## config.mk

```make
export PLATFORM = sky130hd
export DESIGN_NAME = emau_top
export DESIGN_NICKNAME = d
export VERILOG_FILES = /design/src/core/emau_pkg.sv /design/src/core/emau_top.sv
export SDC_FILE = /design/constraint.sdc
export NUM_CORES = 2
export LEC_CHECK = 0
export BUFFER_PORTS_ARGS = -buffer_cell sky130_fd_sc_hd__buf_2
export CAP_MARGIN = 10
export CORE_ASPECT_RATIO = 0.9
export CORE_MARGIN = 2
export CORE_UTILIZATION = 40
export DETAILED_ROUTE_END_ITERATION = 12
export MAX_ROUTING_LAYER = met4
export PLACE_DENSITY = 0.56
export SKIP_LAST_GASP = 1
export SLEW_MARGIN = 10
export SYNTH_ARGS = -nofsm -noshare
export SYNTH_HDL_FRONTEND = slang
export SYNTH_SLANG_ARGS = --single-unit
export TNS_END_PERCENT = 10
```

## constraint.sdc

```tcl
create_clock -name mclk_i -period 29.6 [get_ports mclk_i]
set_clock_uncertainty 0.05 [all_clocks]
set_input_delay 4.44 -clock mclk_i [delete_from_list [all_inputs] [get_ports mclk_i]]
set_output_delay 4.44 -clock mclk_i [all_outputs]
set_load 0.01 [all_outputs]
```

## src/core/emau_pkg.sv

```systemverilog
/*
 * emau_pkg: register map, field positions, reset values, counts and carrier
 * structs of the E1 maintenance and alarm unit.
 * Assumes an 8-bit paged register port and a framer that delivers slot bytes.
 */
`default_nettype none
package emau_pkg;
	// register pages
	localparam logic [3:0] PG_CTL = 4'h1;
	localparam logic [3:0] PG_ERR = 4'h2;
	localparam logic [3:0] PG_STAT = 4'h4;
	localparam logic [3:0] PG_SLOT = 4'h7;
	localparam logic [3:0] PG_TXB0 = 4'h9;
	localparam logic [3:0] PG_TXB1 = 4'hA;
	localparam logic [3:0] PG_RXB0 = 4'hB;
	localparam logic [3:0] PG_RXB1 = 4'hC;
	// register offsets within a page
	localparam logic [4:0] A_MODE = 5'h11;
	localparam logic [4:0] A_INSERT = 5'h17;
	localparam logic [4:0] A_DETECT = 5'h18;
	localparam logic [4:0] A_DMASK = 5'h19;
	localparam logic [4:0] A_MASK3 = 5'h1E;
	localparam logic [4:0] A_ERRINS = 5'h10;
	localparam logic [4:0] A_BUFCTL = 5'h12;
	localparam logic [4:0] A_VECTOR = 5'h12;
	localparam logic [4:0] A_RECNT = 5'h19;
	localparam logic [4:0] A_ALARMS = 5'h10;
	// mode register fields
	localparam int MODE_TALM = 5;
	localparam int MODE_AUTO_REMOTE_ALARM_N_N = 4;
	localparam int MODE_AUTO_MULTIFRAME_ALARM_N_N = 3;
	localparam int MODE_TY = 2;
	localparam int MODE_AIS2 = 1;
	// error insertion fields
	localparam int ERR_BPV = 4;
	localparam int ERR_CRC = 3;
	localparam int ERR_FAS = 2;
	localparam int ERR_NFAS = 1;
	localparam int ERR_LOS = 0;
	// per-slot control fields; buffer b uses bit SC_RXB0+b and SC_TXB0+b
	localparam int SC_INSERT = 7;
	localparam int SC_DETECT = 6;
	localparam int SC_RXB0 = 0;
	localparam int SC_TXB0 = 2;
	// buffer accumulate control: buffer b at BUFFER_ZERO_START_SELECT-2b, BUFFER_ZERO_STOP_SELECT-2b; mismatch one below
	localparam int BC_BUFFER_ZERO_START_SELECT = 7;
	localparam int BC_BUFFER_ZERO_STOP_SELECT = 3;
	// mask word three and vector fields
	localparam int M3_STOP = 2;
	localparam int M3_START = 1;
	localparam int M3_DATA = 0;
	localparam int VEC_ALARM = 6;
	localparam int VEC_CIND = 5;
	localparam int VEC_COVF = 4;
	localparam int VEC_MAINT = 1;
	// reset values
	localparam logic [7:0] RST_MODE = 8'h18;
	localparam logic [7:0] RST_MASK3 = 8'h00;
	// counts in line bits
	localparam logic [10:0] AIS_BITS_1 = 11'h200;
	localparam logic [10:0] AIS_BITS_2 = 11'h400;
	localparam logic [10:0] AUX_BITS = 11'h200;
	localparam logic [7:0] LOS_BITS = 8'hFF;
	localparam logic [7:0] LOS_MIN_ONES = 8'(({24'h0, LOS_BITS} + 32'h7) >> 3);
	localparam logic [4:0] SLOT_SIG = 5'h10;
	localparam logic [7:0] RECNT_MAX = 8'hFF;
	localparam logic [7:0] ALL_ONES = 8'hFF;

	typedef struct packed {
		logic wr;
		logic rd;
		logic [3:0] page;
		logic [4:0] addr;
		logic [7:0] wdata;
	} emau_regreq_s;

	typedef struct packed {
		logic valid;
		logic [4:0] slot;
		logic [3:0] frame;
		logic [7:0] data;
	} emau_rxslot_s;

	typedef struct packed {
		logic remote;
		logic ais;
		logic ais16;
		logic los;
		logic aux;
		logic remote_mf;
	} emau_alarm_s;
endpackage : emau_pkg
`default_nettype wire

```

## src/core/emau_top.sv

```systemverilog
/*
 * emau_top: remote error counting, error insertion, circular slot buffers,
 * slot code insert/detect, receive alarms, automatic alarms, category vector,
 * and the transmit byte FIFO (emau_fifo).
 * Assumes slot/frame strobes come from framer logic on mclk_i; the line clock
 * and pulse pins are asynchronous and are synchronised here.
 */
`timescale 1ns/10ps
`default_nettype none

// byte FIFO; depth must be a power of two
module emau_fifo #(
	parameter int W = 8,
	parameter int D = 8
) (
	input wire logic mclk_i,
	input wire logic rst_i,
	input wire logic in_valid_i,
	output logic in_ready_o,
	input wire logic [W-1:0] in_data_i,
	output logic out_valid_o,
	input wire logic out_ready_i,
	output logic [W-1:0] out_data_o
);
	localparam int AW = $clog2(D);
	typedef struct packed {
		logic [D-1:0][W-1:0] mem;
		logic [AW:0] wp;
		logic [AW:0] rp;
	} emau_fifo_s;
	emau_fifo_s q, n;

	// extra pointer bit separates full from empty
	assign in_ready_o = !((q.wp[AW] != q.rp[AW]) && (q.wp[AW-1:0] == q.rp[AW-1:0]));
	assign out_valid_o = (q.wp != q.rp);
	assign out_data_o = q.mem[q.rp[AW-1:0]];

	always_comb begin
		n = q;
		if (in_valid_i && in_ready_o) begin
			n.mem[q.wp[AW-1:0]] = in_data_i;
			n.wp = q.wp + 1'b1;
		end
		if (out_valid_o && out_ready_i) begin
			n.rp = q.rp + 1'b1;
		end
	end

	always_ff @(posedge mclk_i or posedge rst_i) begin
		if (rst_i) begin
			q <= '0;
		end else begin
			q <= n;
		end
	end
endmodule : emau_fifo

// Notes on behaviour
// - count errored E-bits during remote alarm
// - events on LSB toggle and on rollover
// - five forced transmit errors, signal loss overrides BPV and slot data
// - two rx, two tx sixteen-byte slot buffers
// - rx buffer stores sixteen frames per multiframe
// - stop capture on masked pattern, stop event
// - start capture on masked pattern, start event
// - match or mismatch selection per buffer
// - insert code in flagged transmit slots
// - detect code in flagged slots, match event
// - mask one includes bit, zero excludes
// - remote alarm from odd-frame bit three
// - all-ones for one or two double frames
// - all-ones in slot sixteen alarm
// - alternating pattern for 512 bits
// - signal loss after 255 bits without pulse
// - loss clears at one-eighth density window
// - multiframe alarm from alignment word bit
// - auto remote alarm while frame sync lost
// - auto multiframe alarm while alignment lost
// - vector bits seven to four per category
// - vector bits three to zero per category
module emau_top (
	input wire logic mclk_i,
	input wire logic rst_i,
	input wire emau_pkg::emau_regreq_s reg_i,
	output logic [7:0] rdata_o,
	input wire logic rx_line_clk_i,
	input wire logic rx_line_pulse_i,
	input wire emau_pkg::emau_rxslot_s rx_slot_i,
	input wire logic rx_nfas_valid_i,
	input wire logic [7:0] rx_nfas_i,
	input wire logic rx_ebit_valid_i,
	input wire logic rx_ebit_i,
	input wire logic rx_mas_valid_i,
	input wire logic [7:0] rx_mas_i,
	input wire logic frame_sync_lost_i,
	input wire logic multiframe_align_lost_i,
	input wire logic [7:0] ext_cat_evt_i,
	input wire logic tx_in_valid_i,
	output logic tx_in_ready_o,
	input wire logic [4:0] tx_in_slot_i,
	input wire logic [3:0] tx_in_frame_i,
	input wire logic [7:0] tx_in_data_i,
	output logic tx_out_valid_o,
	input wire logic tx_out_ready_i,
	output logic [7:0] tx_out_data_o,
	output logic force_bipolar_violation_o,
	output logic force_crc_error_o,
	output logic force_frame_align_error_o,
	output logic force_odd_frame_word_error_o,
	output logic force_signal_loss_o,
	output logic tx_remote_alarm_o,
	output logic tx_mf_alarm_o,
	output emau_pkg::emau_alarm_s alarm_o
);
	typedef struct packed {
		logic [1:0] lclk_sync;
		logic [1:0] lpulse_sync;
		logic lclk_d;
		logic [7:0] mode, ins, det, dmask, mask3, errins, bufctl, vector, recnt, rdata;
		logic [31:0][7:0] slotctl;
		logic [1:0][15:0][7:0] txbuf;
		logic [1:0][15:0][7:0] rxbuf;
		logic [1:0] rec;
		logic [1:0][3:0] wp;
		logic [10:0] ones_run;
		logic [10:0] alt_run;
		logic prev_bit;
		logic [7:0] zero_run;
		logic [7:0] win_cnt;
		logic [7:0] win_ones;
		logic win_act;
		emau_pkg::emau_alarm_s remote_alarm_bit;
	} emau_state_s;
	emau_state_s q, n;

	logic bit_stb, line_bit, hit, vec_clr, re_inc, push;
	logic [7:0] ctl, push_data, cat_evt;
	logic [10:0] ais_lim;

	emau_fifo #(.W(8), .D(8)) u_txfifo (
		.mclk_i(mclk_i),
		.rst_i(rst_i),
		.in_valid_i(tx_in_valid_i),
		.in_ready_o(tx_in_ready_o),
		.in_data_i(push_data),
		.out_valid_o(tx_out_valid_o),
		.out_ready_i(tx_out_ready_i),
		.out_data_o(tx_out_data_o)
	);

	// BPV insertion belongs to the line coder, so forced loss suppresses it
	assign force_bipolar_violation_o = q.errins[emau_pkg::ERR_BPV] & ~q.errins[emau_pkg::ERR_LOS];
	assign force_crc_error_o = q.errins[emau_pkg::ERR_CRC];
	assign force_frame_align_error_o = q.errins[emau_pkg::ERR_FAS];
	assign force_odd_frame_word_error_o = q.errins[emau_pkg::ERR_NFAS];
	assign force_signal_loss_o = q.errins[emau_pkg::ERR_LOS];
	// automatic alarms follow the sync inputs directly, no latency
	assign tx_remote_alarm_o = q.mode[emau_pkg::MODE_TALM]
		| (~q.mode[emau_pkg::MODE_AUTO_REMOTE_ALARM_N_N] & frame_sync_lost_i);
	assign tx_mf_alarm_o = q.mode[emau_pkg::MODE_TY]
		| (~q.mode[emau_pkg::MODE_AUTO_MULTIFRAME_ALARM_N_N] & multiframe_align_lost_i);
	assign alarm_o = q.remote_alarm_bit;
	assign rdata_o = q.rdata;
	assign push = tx_in_valid_i & tx_in_ready_o;

	always_comb begin
		n = q;
		cat_evt = ext_cat_evt_i;
		// line pins: two flops, edge detect only on the second
		n.lclk_sync = {q.lclk_sync[0], rx_line_clk_i};
		n.lpulse_sync = {q.lpulse_sync[0], rx_line_pulse_i};
		n.lclk_d = q.lclk_sync[1];
		bit_stb = q.lclk_sync[1] & ~q.lclk_d;
		line_bit = q.lpulse_sync[1];
		ais_lim = q.mode[emau_pkg::MODE_AIS2] ? emau_pkg::AIS_BITS_2 : emau_pkg::AIS_BITS_1;

		// unframed line alarms, one step per recovered bit
		if (bit_stb) begin
			n.prev_bit = line_bit;
			n.ones_run = !line_bit ? 11'h000 : (&q.ones_run ? q.ones_run : q.ones_run + 11'h001);
			n.remote_alarm_bit.ais = (n.ones_run >= ais_lim);
			n.alt_run = (line_bit == q.prev_bit) ? 11'h000 : (&q.alt_run ? q.alt_run : q.alt_run + 11'h001);
			n.remote_alarm_bit.aux = (n.alt_run >= emau_pkg::AUX_BITS);
			n.zero_run = line_bit ? 8'h00 : (&q.zero_run ? q.zero_run : q.zero_run + 8'h01);
			if (!q.remote_alarm_bit.los) begin
				n.win_act = 1'b0;
				if (n.zero_run == emau_pkg::LOS_BITS) begin
					n.remote_alarm_bit.los = 1'b1;
				end
			end else if (!q.win_act) begin
				// a recovery window opens only on a pulse
				if (line_bit) begin
					n.win_act = 1'b1;
					n.win_cnt = 8'h01;
					n.win_ones = 8'h01;
				end
			end else begin
				n.win_cnt = q.win_cnt + 8'h01;
				n.win_ones = q.win_ones + {7'h00, line_bit};
				if (n.win_cnt == emau_pkg::LOS_BITS) begin
					n.win_act = 1'b0;
					n.remote_alarm_bit.los = (n.win_ones < emau_pkg::LOS_MIN_ONES);
				end
			end
		end

		// framed alarm bits
		if (rx_nfas_valid_i) begin
			n.remote_alarm_bit.remote = rx_nfas_i[3];
		end
		if (rx_mas_valid_i) begin
			n.remote_alarm_bit.remote_mf = rx_mas_i[6];
		end
		if (rx_slot_i.valid && rx_slot_i.slot == emau_pkg::SLOT_SIG) begin
			n.remote_alarm_bit.ais16 = (rx_slot_i.data == emau_pkg::ALL_ONES);
		end
		if ((n.remote_alarm_bit & ~q.remote_alarm_bit) != '0) begin
			cat_evt[emau_pkg::VEC_ALARM] = 1'b1;
		end

		// remote error counter; each step flips the LSB, hence one event per step
		re_inc = rx_ebit_valid_i & ~rx_ebit_i & q.remote_alarm_bit.remote;
		if (re_inc) begin
			n.recnt = q.recnt + 8'h01;
			cat_evt[emau_pkg::VEC_CIND] = 1'b1;
			if (q.recnt == emau_pkg::RECNT_MAX) begin
				cat_evt[emau_pkg::VEC_COVF] = 1'b1;
			end
		end

		// receive slots: code detect and circular buffers
		ctl = q.slotctl[rx_slot_i.slot];
		hit = (((rx_slot_i.data ^ q.det) & q.dmask) == 8'h00);
		if (rx_slot_i.valid) begin
			if (ctl[emau_pkg::SC_DETECT] && hit && q.mask3[emau_pkg::M3_DATA]) begin
				cat_evt[emau_pkg::VEC_MAINT] = 1'b1;
			end
			for (int b = 0; b < 2; b++) begin
				if (ctl[emau_pkg::SC_RXB0 + b]) begin
					if (!q.bufctl[emau_pkg::BC_BUFFER_ZERO_START_SELECT - 2 * b] && !q.bufctl[emau_pkg::BC_BUFFER_ZERO_STOP_SELECT - 2 * b]) begin
						// plain mode: slot follows the multiframe frame number
						n.rxbuf[b][rx_slot_i.frame] = rx_slot_i.data;
					end else if (q.rec[b]) begin
						n.rxbuf[b][q.wp[b]] = rx_slot_i.data;
						n.wp[b] = q.wp[b] + 4'h1;
						if (q.bufctl[emau_pkg::BC_BUFFER_ZERO_STOP_SELECT - 2 * b]
							&& (hit ^ q.bufctl[emau_pkg::BC_BUFFER_ZERO_STOP_SELECT - 2 * b - 1])) begin
							n.rec[b] = 1'b0;
							cat_evt[emau_pkg::VEC_MAINT] = cat_evt[emau_pkg::VEC_MAINT]
								| q.mask3[emau_pkg::M3_STOP];
						end
					end else if (q.bufctl[emau_pkg::BC_BUFFER_ZERO_START_SELECT - 2 * b]
						&& (hit ^ q.bufctl[emau_pkg::BC_BUFFER_ZERO_START_SELECT - 2 * b - 1])) begin
						n.rec[b] = 1'b1;
						n.rxbuf[b][q.wp[b]] = rx_slot_i.data;
						n.wp[b] = q.wp[b] + 4'h1;
						cat_evt[emau_pkg::VEC_MAINT] = cat_evt[emau_pkg::VEC_MAINT]
							| q.mask3[emau_pkg::M3_START];
					end
				end
			end
		end

		// transmit slot substitution ahead of the FIFO
		push_data = tx_in_data_i;
		if (q.slotctl[tx_in_slot_i][emau_pkg::SC_INSERT]) begin
			push_data = q.ins;
		end else if (q.slotctl[tx_in_slot_i][emau_pkg::SC_TXB0]) begin
			push_data = q.txbuf[0][tx_in_frame_i];
		end else if (q.slotctl[tx_in_slot_i][emau_pkg::SC_TXB0 + 1]) begin
			push_data = q.txbuf[1][tx_in_frame_i];
		end
		if (q.errins[emau_pkg::ERR_LOS]) begin
			push_data = 8'h00;
		end

		// register writes; a counter preset beats a same-cycle increment
		if (reg_i.wr) begin
			if (reg_i.page == emau_pkg::PG_CTL) begin
				if (reg_i.addr == emau_pkg::A_MODE) n.mode = reg_i.wdata;
				if (reg_i.addr == emau_pkg::A_INSERT) n.ins = reg_i.wdata;
				if (reg_i.addr == emau_pkg::A_DETECT) n.det = reg_i.wdata;
				if (reg_i.addr == emau_pkg::A_DMASK) n.dmask = reg_i.wdata;
				if (reg_i.addr == emau_pkg::A_MASK3) n.mask3 = reg_i.wdata;
			end else if (reg_i.page == emau_pkg::PG_ERR) begin
				if (reg_i.addr == emau_pkg::A_ERRINS) n.errins = reg_i.wdata;
				if (reg_i.addr == emau_pkg::A_BUFCTL) begin
					n.bufctl = reg_i.wdata;
					// stop-only capture records at once, start waits for its pattern
					n.rec = {~reg_i.wdata[emau_pkg::BC_BUFFER_ZERO_START_SELECT - 2], ~reg_i.wdata[emau_pkg::BC_BUFFER_ZERO_START_SELECT]};
					n.wp = '0;
				end
			end else if (reg_i.page == emau_pkg::PG_STAT && reg_i.addr == emau_pkg::A_RECNT) begin
				n.recnt = reg_i.wdata;
			end else if (reg_i.page == emau_pkg::PG_SLOT) begin
				n.slotctl[reg_i.addr] = reg_i.wdata;
			end else if (reg_i.page == emau_pkg::PG_TXB0 || reg_i.page == emau_pkg::PG_TXB1) begin
				n.txbuf[reg_i.page == emau_pkg::PG_TXB1][reg_i.addr[3:0]] = reg_i.wdata;
			end
		end

		// register reads; reading the vector clears it but new events still land
		vec_clr = 1'b0;
		if (reg_i.rd) begin
			n.rdata = 8'h00;
			if (reg_i.page == emau_pkg::PG_CTL) begin
				if (reg_i.addr == emau_pkg::A_MODE) n.rdata = q.mode;
				if (reg_i.addr == emau_pkg::A_INSERT) n.rdata = q.ins;
				if (reg_i.addr == emau_pkg::A_DETECT) n.rdata = q.det;
				if (reg_i.addr == emau_pkg::A_DMASK) n.rdata = q.dmask;
				if (reg_i.addr == emau_pkg::A_MASK3) n.rdata = q.mask3;
			end else if (reg_i.page == emau_pkg::PG_ERR) begin
				if (reg_i.addr == emau_pkg::A_ERRINS) n.rdata = q.errins;
				if (reg_i.addr == emau_pkg::A_BUFCTL) n.rdata = q.bufctl;
			end else if (reg_i.page == emau_pkg::PG_STAT) begin
				if (reg_i.addr == emau_pkg::A_RECNT) n.rdata = q.recnt;
				if (reg_i.addr == emau_pkg::A_ALARMS) n.rdata = {2'h0, q.remote_alarm_bit};
				if (reg_i.addr == emau_pkg::A_VECTOR) begin
					n.rdata = q.vector;
					vec_clr = 1'b1;
				end
			end else if (reg_i.page == emau_pkg::PG_SLOT) begin
				n.rdata = q.slotctl[reg_i.addr];
			end else if (reg_i.page == emau_pkg::PG_TXB0 || reg_i.page == emau_pkg::PG_TXB1) begin
				n.rdata = q.txbuf[reg_i.page == emau_pkg::PG_TXB1][reg_i.addr[3:0]];
			end else if (reg_i.page == emau_pkg::PG_RXB0 || reg_i.page == emau_pkg::PG_RXB1) begin
				n.rdata = q.rxbuf[reg_i.page == emau_pkg::PG_RXB1][reg_i.addr[3:0]];
			end
		end
		n.vector = (vec_clr ? 8'h00 : q.vector) | cat_evt;
	end

	// single state register; auto alarms start disabled
	always_ff @(posedge mclk_i or posedge rst_i) begin
		if (rst_i) begin
			q <= '0;
			q.mode <= emau_pkg::RST_MODE;
			q.mask3 <= emau_pkg::RST_MASK3;
		end else begin
			q <= n;
		end
	end

	wire re_wr = reg_i.wr && reg_i.page == emau_pkg::PG_STAT && reg_i.addr == emau_pkg::A_RECNT;
endmodule : emau_top
`default_nettype wire

```

======== After elaboration in Yosys (flattened, before gate mapping) ========
Cells that the tools add are included.
operators by class
  order comparisons ....................... 22
  bitwise logic cells ..................... 32
  equality and inequality tests ........... 24
  muxes and demuxes ....................... 138
  reduce and logical (&&, ||, !) cells .... 47
  $add $sub $neg .......................... 10
operators with widths
  cell                                                        number
  2-to-1 mux 128 bit                                          11
  bitwise mux 128 bit                                         4
  bitwise mux 256 bit                                         2
  2-to-1 mux 8 bit                                            41
  binary-select mux 8 bit (select 4 bit)                      4
  demux 128 bit (select 1 bit)                                1
  demux 8 bit (select 4 bit)                                  4
  binary-select mux 8 bit (select 5 bit)                      3
  bitwise mux 64 bit                                          1
  2-to-1 mux 11 bit                                           5
  2-to-1 mux 10 bit                                           5
  2-to-1 mux 1 bit                                            41
  demux 8 bit (select 5 bit)                                  1
  equality test 5 bit, second input constant                  8
  2-to-1 mux 17 bit                                           2
  equality test 8 bit, second input constant                  4
  2-to-1 mux 4 bit                                            8
  less-than comparator 4 x 5 -> 1 bit, second input constant  5
  adder 8 x 1 -> 8 bit, second input constant                 3
  binary-select mux 8 bit (select 3 bit)                      1
  demux 8 bit (select 3 bit)                                  1
  AND reduction 3 bit                                         8
  adder 11 x 1 -> 11 bit, second input constant               2
  AND reduction 11 bit                                        2
  other kinds (42)                                            106
word-level totals
  word-level logic and storage cells ...... 408
  register bits ........................... 989
  input port bits ......................... 90
  output and inout port bits .............. 31

======== Longest topological paths before layout ========
  depth after elaboration ................. 20
  depth in mapped cells ................... 13
  depth with buffers taken out ............ 13

======== Cells and area by module ========
A second synthesis with hierarchy kept.
second synthesis, totals
  cells, all modules ...................... 4,058
  area, all modules ....................... 51,653.3 sq um
by module, submodules not included
  module     cells each  times used  area each (sq um)  seq. area each (sq um)
  emau_top   3,849       1           48,153.7           22,949.5
  emau_fifo  209         1           3,499.6            1,801.7

======== Worst setup path after synthesis ========
No wires, ideal clock.
  path type ............................... input-to-output
  from .................................... in multiframe_align_lost_i
  to ...................................... out tx_mf_alarm_o
  arrival time ............................ 4.627 ns
  slack ................................... 20.483 ns
  cell stages on the path ................. 1
  required time ........................... 25.110 ns
  buffers on the path ..................... 0
  path through ............................ a21o_1
on the way
  longest elaborated chain between the ends .. 2
RTL lines
  element            line             text
  from (decl)        emau_top.sv:96   input wire logic multiframe_align_lost_i,
  bitwise AND 1 bit  emau_top.sv:161  | (~q.mode[emau_pkg::MODE_AUTO_MULTIFRAME_ALARM_N_N] & multiframe_align_lost_i);
  bitwise OR 1 bit   emau_top.sv:161
  to (decl)          emau_top.sv:112  output logic tx_mf_alarm_o,
No other way between the ends.

======== Worst setup path in the final report ========
  from .................................... in frame_sync_lost_i
  to ...................................... out tx_remote_alarm_o
on the way
  longest elaborated chain between the ends .. 2
RTL lines
  element            line             text
  from (decl)        emau_top.sv:95   input wire logic frame_sync_lost_i,
  bitwise AND 1 bit  emau_top.sv:159  | (~q.mode[emau_pkg::MODE_AUTO_REMOTE_ALARM_N_N] & frame_sync_lost_i);
  bitwise OR 1 bit   emau_top.sv:159
  to (decl)          emau_top.sv:111  output logic tx_remote_alarm_o,
No other way between the ends.

==> metrics <==
Cells after DPL 5626; FF+latch area 24800 sq um; peak supply drop 67.0 uV; Clk pin slew, worst setup/hold paths 0.06 ns; number of H-tree levels 3; Crit Reg-Reg Endpoint q[276]; grt total ovfl 0; post-CTS setup repair buffer count 0; most common cell type on the critical path buf_2; worst-case clock buffer depth 3; Leak 26.0 nW; startpoint class of the critical path input pin; Pwr Total 3.36 mW; chip width 382 microns; critical path class in2out; DR WL/cell 27.4 microns; vias 35062; Slew Limit Headroom 0.129; vias in the first global route 34084; Mapped Area 51300 sq um; sum of negative setup slack 0 ns; first-pass GRT wire length 238000 microns; Final Non-Filler Cells 5837; area of the multi-input gates 25200 sq um; commonest non-fill, non-tap cells in the layout dfrtp_1, mux2_2, nand2_1, mux4_2, nand3_1; FP Rows 124; worst skew pair latency 0.76 ns; Filler Cell Count 11576; CTS hold repair buffers 0; Mapped Nets 4157; P per Cell Area 58.7 nW/um^2; GRT Util Overall 0.250; number of remaining DRC errors 0; clk sink count 989; Final #Nets 4147; ys async rst share 1.00; Final ANT Viol Nets 0; gpl congestion 0.933; Worst EP required 25.11 ns; reg-to-reg slack, setup 25.94 ns; WHS Endpoint n[912]; max incr delay on CP 0.16 ns; Pins Over Slew Limit 0; depth of the worst register-to-register path 7; most common cell after layout, fill and taps aside dfrtp_1; # IOs 121; Mapped Avg Cell Area 12.7 sq um; hpwl dp 104000 microns; Post-synth EDFFs 0; nature of the critical path endpoint primary output; Post-synth top flop dfrtp_1; hold depth 0; critical path buffer and inverter count 2; initial core utilization 0.403; initial antenna violation count 14; crit-path cells buf_2, a21o_1, buf_2; cell count after synthesis 4047; Hold Vio Cnt, Final 0; final hold slack 0.299 ns; worst-margin pin slew 1.30 ns; Area growth, synth to finish 11.7%; Final setup violation count 0; setup repair after global routing missed its margin false; Tcrit/Tclk final 0.315; Iteration-0 DRC Markers 3386; full die area 131000 sq um; Arr. time, crit path 4.83 ns; Seq cells post-synth 989; worst hold-check path type reg2reg; Fmax 107 MHz; clock root cell clkbuf_16; TritonRoute pass-1 iters 5; wirelength, routed 160000 microns; Die H 344 microns; post-CTS resize count 0; share of layout cells above drive strength 1 0.384; Crit Reg-Reg Startpoint q[894]; post-layout util 0.451; post-synthesis sequential area ratio 0.482; number of max-cap violations 0; Slowest cell on crit path a21o_1; Hold Path Origin n[916]; total CTS buffers 109; Port-buffer cells 106; Via density 6.01; TritonCTS clock tree yes; number of distinct library cells after synthesis 86; Placeable Area 127000 sq um; largest net degree at the start of global routing 144; warnings from Yosys 0; Final min period 9.32 ns; delay-heaviest family, CP buffers and inverters; status completed; Max FO, Critical Path 1
## how the worst max path moves through the flow
stage                                 start           endpoint  slack [ns]  depth (start not counted)
floorplan                             rst_i         alarm_o[0]       11.49                          1
detailed placement        frame_sync_lost_i  tx_remote_alarm_o       20.28                          3
finish                    frame_sync_lost_i  tx_remote_alarm_o       20.28                          3
CTS                       frame_sync_lost_i  tx_remote_alarm_o       20.28                          3
global placement    multiframe_align_lost_i      tx_mf_alarm_o       20.28                          3
global route        multiframe_align_lost_i      tx_mf_alarm_o       20.25                          3
## cells by family after synthesis
| group | Yosys count | share of synthesized area |
|---|---|---|
| compound gates | 438 | 0.0576 |
| xor+xnor | 50 | 0.00853 |
| fa+ha+maj | 20 | 0.00488 |
| buf+inv | 355 | 0.0297 |
| flops | 989 | 0.482 |
| mux | 1250 | 0.323 |
| simple gates | 945 | 0.0937 |
## cell usage after synthesis (all sizes together) (39+ instances only)
master	instances	share of area
mux2i	119	0.023
clkbuf	214	0.016
mux2	894	0.20
a21oi	110	0.011
nor3	79	0.012
dfrtp	987	0.48
nand3	134	0.015
nand2	437	0.032
mux4	237	0.10
buf	118	0.012
o21ai	58	0.0057
nor2	75	0.0055
nand4	39	0.0049
## registers in the layout, indices dropped and copies added (netlist names)
name / count
force_signal_loss_o: 1
force_odd_frame_word_error_o: 1
force_crc_error_o: 1
force_frame_align_error_o: 1
rdata_o: 8
alarm_o: 6
q: 895
line_bit: 1
n: 3
u_txfifo.q: 72
## cell type report
type | count | area share
multi-input combinational | 2703 | 0.439
sequential | 989 | 0.432
clock buffer | 163 | 0.0569
tap | 1701 | 0.0371
timing repair buffer | 211 | 0.0234
clock inverter | 36 | 0.00947
inverter | 23 | 0.00157
antenna | 11 | 0.000480
## worst reg2reg max path: stages (launching register included)
cell and delay (ns):
dfrtp_1 0.40, xor2_1 0.15, a22oi_1 0.30, nand4_2 0.29, xnor2_1 0.29, a211oi_4 0.95
or3_1 0.67, mux2_2 0.42
## per-layer routing
metal,global-route usage,up-vias,share of wire,routed length (microns)
met2,0.358,1238,0.44,70200
met1,0.369,18510,0.46,73700
met5,-,-,0,0
met4,0.0579,0,0.023,3600
li1,-,15106,-,-
met3,0.0451,208,0.077,12300
## per-stage QoR
step                instance area (sq um)  setup WS [ns]
finish                              57300          20.28
global route                        57300          20.25
CTS                                 57300          20.28
detailed placement                  53500          20.28
global placement                    53500          20.28
floorplan                           51300          11.49
## where the power goes
group          leakage [nW]  total, mW  internal [mW]  switching [mW]
clock network          1.87       1.43          0.842           0.590
logic                  10.6      0.419          0.194           0.225
registers              13.6       1.51           1.44          0.0747
total                  26.0       3.36           2.47           0.890
No activity file was read; power rests on OpenSTA's default activity.
